`src/enc_emu_pkg.sv`:
```
// Package for the encoder pulse output emulator.
// Assumes a 100 MHz pclk and an APB master of 32-bit data.
package enc_emu_pkg;

	// ------------------------------------------------------------
	// Register map (byte addresses)
	// ------------------------------------------------------------
	localparam logic [11:0] ADDR_PULSE_COUNT  = 12'h000;
	localparam logic [11:0] ADDR_PHASE_SPEC   = 12'h004;
	localparam logic [11:0] ADDR_MON_SEL_1    = 12'h008;
	localparam logic [11:0] ADDR_MON_SEL_2    = 12'h00C;
	localparam logic [11:0] ADDR_STATUS       = 12'h010;
	localparam logic [11:0] ADDR_REV_COUNT    = 12'h014;

	// ------------------------------------------------------------
	// Reset values and field positions
	// ------------------------------------------------------------
	localparam logic [15:0] RST_PULSE_COUNT   = 16'h1000;
	localparam logic [1:0]  RST_PHASE_SPEC    = 2'h0;
	localparam logic [1:0]  RST_MON_SEL       = 2'h0;
	localparam int          PHASE_REV_BIT     = 0;
	localparam int          SPEC_DIRECT_BIT   = 1;

	// Monitor selections
	localparam logic [1:0]  MON_SPEED         = 2'h0;
	localparam logic [1:0]  MON_POSITION      = 2'h1;
	localparam logic [1:0]  MON_QUAD_STATE    = 2'h2;
	localparam logic [1:0]  MON_PULSE_COUNT   = 2'h3;

	// ------------------------------------------------------------
	// Timing
	// ------------------------------------------------------------
	localparam int          CLK_MHZ           = 100;
	localparam int          ZERO_WIDTH_US     = 400;
	localparam int          ZERO_WIDTH_CYC    = ZERO_WIDTH_US * CLK_MHZ;

	// Differential output bundle
	typedef struct packed {
		logic a_true;
		logic a_inv;
		logic b_true;
		logic b_inv;
		logic z_true;
		logic z_inv;
	} diff_out_t;

endpackage

```
`src/encoder_pulse_output_emulator.sv`:
```
// Encoder pulse output emulator: A/B quadrature, zero mark, monitors.
// Assumes encoder inputs from pins (synchronised here) and an APB master.
module encoder_pulse_output_emulator #(
	parameter int          ENC_RES        = 4096,
	parameter int          ZERO_WIDTH     = enc_emu_pkg::ZERO_WIDTH_CYC
) (
	input  wire logic                   pclk,
	input  wire logic                   presetn,
	input  wire logic                   psel,
	input  wire logic                   penable,
	input  wire logic                   pwrite,
	input  wire logic [11:0]            paddr,
	input  wire logic [31:0]            pwdata,
	output logic      [31:0]            prdata,
	output logic                        pready,
	output logic                        pslverr,
	input  wire logic                   enc_step,
	input  wire logic                   enc_dir_ccw,
	input  wire logic                   enc_zero,
	input  wire logic [9:0]             motor_speed,
	output enc_emu_pkg::diff_out_t      line_out,
	output logic      [9:0]             monitor_out_first,
	output logic      [9:0]             monitor_out_second
);

	// Elaboration checks
	if (ENC_RES < 4 || ENC_RES > 65535) begin : g_bad_res
		$error("ENC_RES out of range");
	end
	if (ZERO_WIDTH < 1 || ZERO_WIDTH > 16777215) begin : g_bad_zw
		$error("ZERO_WIDTH out of range");
	end

	// ------------------------------------------------------------
	// Input synchronisers
	// ------------------------------------------------------------
	logic [2:0] sync1;
	logic [2:0] sync2;
	logic [2:0] sync_prev;
	logic       step_sync;
	logic       dir_sync;
	logic       zero_sync;
	logic       step_evt;
	logic       zero_evt;

	// Two flops per pin, then a third stage for edges
	always_ff @(posedge pclk or negedge presetn) begin
		if (!presetn) begin
			sync1     <= 3'h0;
			sync2     <= 3'h0;
			sync_prev <= 3'h0;
		end else begin
			sync1     <= {enc_zero, enc_dir_ccw, enc_step};
			sync2     <= sync1;
			sync_prev <= sync2;
		end
	end

	// Synchronised levels and rising edges
	assign step_sync = sync2[0];
	assign dir_sync  = sync2[1];
	assign zero_sync = sync2[2];
	assign step_evt  = step_sync & ~sync_prev[0];
	assign zero_evt  = zero_sync & ~sync_prev[2];

	// ------------------------------------------------------------
	// Registers and APB slave
	// ------------------------------------------------------------
	logic [15:0] pulse_count_setting;
	logic [1:0]  phase_spec_setting;
	logic [1:0]  monitor_select_first;
	logic [1:0]  monitor_select_second;
	logic [15:0] next_pulse_count;
	logic [1:0]  next_phase_spec;
	logic [1:0]  next_mon_sel_1;
	logic [1:0]  next_mon_sel_2;
	logic        wr_en;
	logic        addr_ok;
	logic [15:0] rev_count;
	logic [15:0] next_rev_count;

	// Zero wait states; unmapped access flags an error
	assign wr_en   = psel & penable & pwrite;
	assign pready  = 1'b1;
	assign pslverr = psel & penable & ~addr_ok;

	// Address decode and read mux
	always_comb begin
		addr_ok = 1'b1;
		prdata  = 32'h0000_0000;
		case (paddr)
			enc_emu_pkg::ADDR_PULSE_COUNT: prdata[15:0] = pulse_count_setting;
			enc_emu_pkg::ADDR_PHASE_SPEC:  prdata[1:0]  = phase_spec_setting;
			enc_emu_pkg::ADDR_MON_SEL_1:   prdata[1:0]  = monitor_select_first;
			enc_emu_pkg::ADDR_MON_SEL_2:   prdata[1:0]  = monitor_select_second;
			enc_emu_pkg::ADDR_STATUS:
				prdata[3:0] = {line_out.z_true, line_out.b_true,
				               line_out.a_true, dir_sync};
			enc_emu_pkg::ADDR_REV_COUNT:   prdata[15:0] = rev_count;
			default:                       addr_ok = 1'b0;
		endcase
	end

	// Register write next values
	always_comb begin
		next_pulse_count = pulse_count_setting;
		next_phase_spec  = phase_spec_setting;
		next_mon_sel_1   = monitor_select_first;
		next_mon_sel_2   = monitor_select_second;
		if (wr_en) begin
			case (paddr)
				enc_emu_pkg::ADDR_PULSE_COUNT: begin
					if (pwdata[15:0] != 16'h0000) begin
						next_pulse_count = pwdata[15:0];
					end
				end
				enc_emu_pkg::ADDR_PHASE_SPEC: next_phase_spec = pwdata[1:0];
				enc_emu_pkg::ADDR_MON_SEL_1:  next_mon_sel_1  = pwdata[1:0];
				enc_emu_pkg::ADDR_MON_SEL_2:  next_mon_sel_2  = pwdata[1:0];
				default: ;
			endcase
		end
	end

	// Register the settings
	always_ff @(posedge pclk or negedge presetn) begin
		if (!presetn) begin
			pulse_count_setting   <= enc_emu_pkg::RST_PULSE_COUNT;
			phase_spec_setting    <= enc_emu_pkg::RST_PHASE_SPEC;
			monitor_select_first  <= enc_emu_pkg::RST_MON_SEL;
			monitor_select_second <= enc_emu_pkg::RST_MON_SEL;
		end else begin
			pulse_count_setting   <= next_pulse_count;
			phase_spec_setting    <= next_phase_spec;
			monitor_select_first  <= next_mon_sel_1;
			monitor_select_second <= next_mon_sel_2;
		end
	end

	// ------------------------------------------------------------
	// Divider and quadrature state
	// ------------------------------------------------------------
	logic [16:0] acc;
	logic [16:0] next_acc;
	logic [1:0]  quad;
	logic [1:0]  next_quad;
	logic [15:0] position;
	logic [15:0] next_position;
	logic        fwd;
	logic        q_step;
	logic [16:0] res17;
	logic [16:0] cnt17;

	// Widened operands for the divider compare
	assign res17 = 17'(ENC_RES);
	assign cnt17 = {1'b0, pulse_count_setting};
	// Reversal bit swaps direction to phase mapping
	assign fwd = dir_sync ^ phase_spec_setting[enc_emu_pkg::PHASE_REV_BIT];

	// Bresenham divider: add pulse count per encoder step
	always_comb begin
		next_acc      = acc;
		next_quad     = quad;
		next_position = position;
		q_step        = 1'b0;
		if (step_evt) begin
			if (dir_sync) begin
				next_position = (position == 16'(ENC_RES - 1)) ? 16'h0000
				                : position + 16'h0001;
			end else begin
				next_position = (position == 16'h0000) ? 16'(ENC_RES - 1)
				                : position - 16'h0001;
			end
			// Direct mode bypasses the divider entirely
			if (phase_spec_setting[enc_emu_pkg::SPEC_DIRECT_BIT]) begin
				q_step = 1'b1;
			end else if (acc + cnt17 >= res17) begin
				next_acc = acc + cnt17 - res17;
				q_step   = 1'b1;
			end else begin
				next_acc = acc + cnt17;
			end
			if (q_step) begin
				// Gray order 00,10,11,01 as {A,B}: A leads B when forward
				next_quad = fwd ? {~quad[0], quad[1]}
				                : {quad[0], ~quad[1]};
			end
		end
	end

	// Register divider, quadrature and position
	always_ff @(posedge pclk or negedge presetn) begin
		if (!presetn) begin
			acc      <= 17'h0_0000;
			quad     <= 2'h0;
			position <= 16'h0000;
		end else begin
			acc      <= next_acc;
			quad     <= next_quad;
			position <= next_position;
		end
	end

	// ------------------------------------------------------------
	// Zero mark pulse stretcher
	// ------------------------------------------------------------
	logic [23:0] zero_cnt;
	logic [23:0] next_zero_cnt;
	logic        zero_on;

	// One pulse per zero crossing, held for the minimum width
	// A zero edge while the mark stands is ignored
	always_comb begin
		next_zero_cnt  = zero_cnt;
		next_rev_count = rev_count;
		if (zero_evt && zero_cnt == 24'h00_0000) begin
			next_zero_cnt  = 24'(ZERO_WIDTH);
			next_rev_count = rev_count + 16'h0001;
		end else if (zero_cnt != 24'h00_0000) begin
			next_zero_cnt = zero_cnt - 24'h00_0001;
		end
	end

	// Register stretcher count and revolutions
	always_ff @(posedge pclk or negedge presetn) begin
		if (!presetn) begin
			zero_cnt  <= 24'h00_0000;
			rev_count <= 16'h0000;
		end else begin
			zero_cnt  <= next_zero_cnt;
			rev_count <= next_rev_count;
		end
	end

	// Mark stands while the count runs
	assign zero_on = zero_cnt != 24'h00_0000;

	// ------------------------------------------------------------
	// Differential outputs and monitors
	// ------------------------------------------------------------
	enc_emu_pkg::diff_out_t next_line;
	logic [9:0]             next_mon_1;
	logic [9:0]             next_mon_2;

	// Monitor source select, 10-bit window of each source
	function automatic logic [9:0] mon_pick(input logic [1:0]  sel,
	                                        input logic [9:0]  spd,
	                                        input logic [15:0] pos,
	                                        input logic [1:0]  q,
	                                        input logic [15:0] pc);
		logic [9:0] v;
		case (sel)
			enc_emu_pkg::MON_SPEED:       v = spd;
			enc_emu_pkg::MON_POSITION:    v = pos[15:6];
			enc_emu_pkg::MON_QUAD_STATE:  v = {8'h00, q};
			enc_emu_pkg::MON_PULSE_COUNT: v = pc[15:6];
			default:                      v = 10'h000;
		endcase
		return v;
	endfunction

	// Complement lines from the same next values
	always_comb begin
		next_line.a_true = next_quad[1];
		next_line.a_inv  = ~next_quad[1];
		next_line.b_true = next_quad[0];
		next_line.b_inv  = ~next_quad[0];
		next_line.z_true = zero_on;
		next_line.z_inv  = ~zero_on;
		next_mon_1 = mon_pick(monitor_select_first, motor_speed, position,
		                      quad, pulse_count_setting);
		next_mon_2 = mon_pick(monitor_select_second, motor_speed, position,
		                      quad, pulse_count_setting);
	end

	// Register line pairs and monitors
	always_ff @(posedge pclk or negedge presetn) begin
		if (!presetn) begin
			line_out           <= 6'b010101;
			monitor_out_first  <= 10'h000;
			monitor_out_second <= 10'h000;
		end else begin
			line_out           <= next_line;
			monitor_out_first  <= next_mon_1;
			monitor_out_second <= next_mon_2;
		end
	end

endmodule

```
`config.mk`:
```
export PLATFORM = sky130hd
export DESIGN_NAME = encoder_pulse_output_emulator
export DESIGN_NICKNAME = d
export VERILOG_FILES = /design/src/enc_emu_pkg.sv /design/src/encoder_pulse_output_emulator.sv
export SDC_FILE = /design/constraint.sdc
export NUM_CORES = 1
export LEC_CHECK = 0
export BUFFER_PORTS_ARGS = -buffer_cell sky130_fd_sc_hd__buf_4
export CORE_ASPECT_RATIO = 2
export CORE_MARGIN = 1
export CORE_UTILIZATION = 35
export DETAILED_ROUTE_END_ITERATION = 7
export HOLD_SLACK_MARGIN = 0.08
export PLACE_DENSITY = 0.55
export SLEW_MARGIN = 20
export SYNTH_ARGS = -nofsm -noshare
export SYNTH_HDL_FRONTEND = slang
export SYNTH_SLANG_ARGS = --single-unit
export TNS_END_PERCENT = 30
```
`constraint.sdc`:
```
create_clock -name pclk -period 3 [get_ports pclk]
set_input_delay 0.6 -clock pclk [delete_from_list [all_inputs] [get_ports pclk]]
set_output_delay 0.6 -clock pclk [all_outputs]
set_load 0.01 [all_outputs]
```
==> impl_metrics.yaml <==
global_route:
  grt_max_degree: 72
  grt_pass1_vias: 6378
  antenna_found_initial: 0
  grt-ovfl-total: 0
  grt_most_used_layer: "met2"
  grt_use_total: 0.206
  grtUsageMet1: 0.203
  grt_pass1_wl_um: 33800
  met2_usage: 0.407
  grt_util_met3: 0.0308
final_layout:
  layout-drive-gt1-share: 0.283
  n_antenna_cell: 0
  final_cell_mix: "buf_4, dfrtp_1, nand2_1"
  fin_util: 0.450
  area_growth_pct: 26.7
  fin_nets: 978
  mostFrequentLayoutCell: "buf_4"
placement:
  dp_hpwl_um: 16500
  numPortBuffers: 88
  gp_congestion: 0.888
route:
  vias_per_cell: 5.29
  dr.pass1.iters: 4
  ant_nets: 0
  dr.first_iter.drc_count: 318
  routed_wl_um: 21500
  drc: 0
  drt-wirelength-per-cell_um: 18.3
  num_vias: 6212
worst_hold_path:
  hp-class: "input pin to async pin"
clock_tree:
  cts_hold_buf: 0
  ctsHtreeMaxLevel: 4
  clock-root-buffer: "clkbuf_16"
  numClockSinks: 129
  clk_latency_ns: 0.42
  cts_buffers: 17
  clockBufferDepth: 2
  cts_tree: "done"
  clkTransAtPathRegs_ns: 0.06
timing:
  holdWs_ns: 0.193
  slew_headroom: 0.512
  drv_slew: 0
  max_freq_mhz: 352
  finalHoldViolations: 0
  period_needed_ns: 2.84
  setup_viol: 0
  setup_tns_ns: 0
  rsz0062_at_grt: "false"
  fin_worst_skew_ns: 0.0116
  tightest_slew_ns: 0.732
  fin_crit_sh: 0.946
floorplan:
  core-area_um2: 20800
  die_area_um2: 21800
  die_width_um: 105
  die_h_um: 208
  row_count: 75
  initial_core_util: 0.356
  io_pins: 122
worst_setup_path:
  cp_max_fo: 3
  required_ns: 3.34
  critPathKind: "flop to flop"
  arrival_ns: 3.18
  crit_path_start_kind: "flop"
  cp-end-kind: "flop"
logic_synthesis:
  synth_edf_count: 0
  ys_warn_count: 0
  synth_async_sr_flop_share: 1.00
  yosysUniqueCellTypes: 69
  ys_seq_area_frac: 0.436
  synthCells: 755
  synth_flop_cell: "dfrtp_1"
  ys_ff_latch: 129
  syn_avg_cell_area_um2: 9.81
  syn_area_um2: 7410
status:
  outcome: "complete, no violations"
power_and_ir_drop:
  p_leak_uw: 0.00428
  peakVddDrop_uv: 472
  p_per_area_nw_per_um2: 582
job:
  cap_violations: 0
sequential cells by signal, summed over array words and instances, names as in the netlist, named ones only:
name	flops
position	16
line_out	4
sync1	3
phase_spec_setting	2
monitor_out_first	10
acc	17
sync2	3
zero_cnt	24
monitor_out_second	10
monitor_select_second	2
rev_count	16
monitor_select_first	2
sync_prev	2
pulse_count_setting	16
routing by layer:
metal	vias up	share of wire
li1	2985	-
met1	3042	0.35
met2	146	0.58
met3	39	0.033
met4	0	0.030
met5	-	0
critical path, stage by stage (launching register included):
cell	delay, ns
dfrtp_1	0.36
ha_2	0.22
inv_2	0.05
fa_2	0.36
nand2b_4	0.16
a21oi_2	0.21
o21ai_1	0.12
buf_4	0.14
a21o_1	0.14
a221o_1	0.34
nand2_2	0.12
o31ai_4	0.08
buf_6	0.14
buf_4	0.14
mux2i_2	0.17
power breakdown:
group	internal (µW)	switching, µW	leakage (µW)
Clock	1290	816	0.000283
Sequential	1970	238	0.00162
Combinational	559	585	0.00237
timing repair:
item / 4_1_cts / 5_1_grt
buffers inserted: 2 / 1
pin swaps: 3 / 8
endpoints found under the setup margin: 4 / 9
gates resized for setup: 3 / 10
cells by family after synthesis:
logic type	share of synthesized area
adders and majority gates	0.0399
buffers and inverters	0.0458
muxes	0.0828
xor gates and xnor gates	0.0627
AOI/OAI and AO/OA	0.154
DFF	0.436
and+or+nand+nor	0.177
other	0.00101
final timing paths:
check | from | to | slack (ns) | cells past startpoint
worst max-delay path | acc[0] | line_out[2] | 0.16 | 14
worst min-delay path | presetn | acc[8] | 0.19 | 1
worst max register to register | acc[0] | line_out[2] | 0.16 | 14
worst min register to register | sync1[1] | sync2[1] | 0.35 | 0
max in group asynchronous | presetn | pulse_count_setting[12] | 2.14 | 2
min in group pclk | enc_zero | sync1[2] | 0.28 | 1
per-stage QoR:
step,worst slack (ns),power (µW),instance area (µm²),instances
after global routing,0.0000209,5730,9380,1175
after floorplan,0.0355,2870,7460,770
after detailed placement,-0.0320,3330,8730,1141
after CTS,0.00487,5480,9350,1175
after global placement,-0.0347,3310,8730,1141
final,0.162,5460,9380,1175
layout make-up:
cell class / instances / area (µm²)
inverter: 15 / 56.3
multi-input combinational: 574 / 3930
clock inverter: 11 / 126
sequential: 129 / 3230
timing repair buffer: 156 / 1230
clock buffer: 21 / 470
tap: 269 / 337
fill: 2043 / 11400
cells in the mapped netlist, types with 3 or more instances:
cell,number,area [µm²]
and3_1,10,62.6
nand2_1,80,300
buf_4,18,135
ha_1,22,275
a21o_1,8,60.1
dfrtp_1,125,3130
nor3_1,28,140
o22ai_1,3,18.8
nand2b_1,8,50.1
o21a_1,9,67.6
o221ai_1,4,35.0
a21oi_1,40,200
a22o_1,22,193
clkbuf_1,25,93.8
or3_1,7,43.8
a211oi_1,4,30.0
nor2b_1,4,25.0
o211ai_1,4,30.0
buf_2,4,20.0
mux2_2,34,383
mux4_2,4,90.1
mux2i_1,14,140
buf_1,3,11.3
nand4_1,15,93.8
nor4_1,14,87.6
dfstp_2,4,105
a22oi_1,4,30.0
nand3_1,21,105
xnor2_1,27,236
a31oi_1,4,25.0
o21ai_0,55,275
nor2_1,40,150
xor2_1,26,228
inv_1,14,52.6
Power figures use the tool's default switching activity.
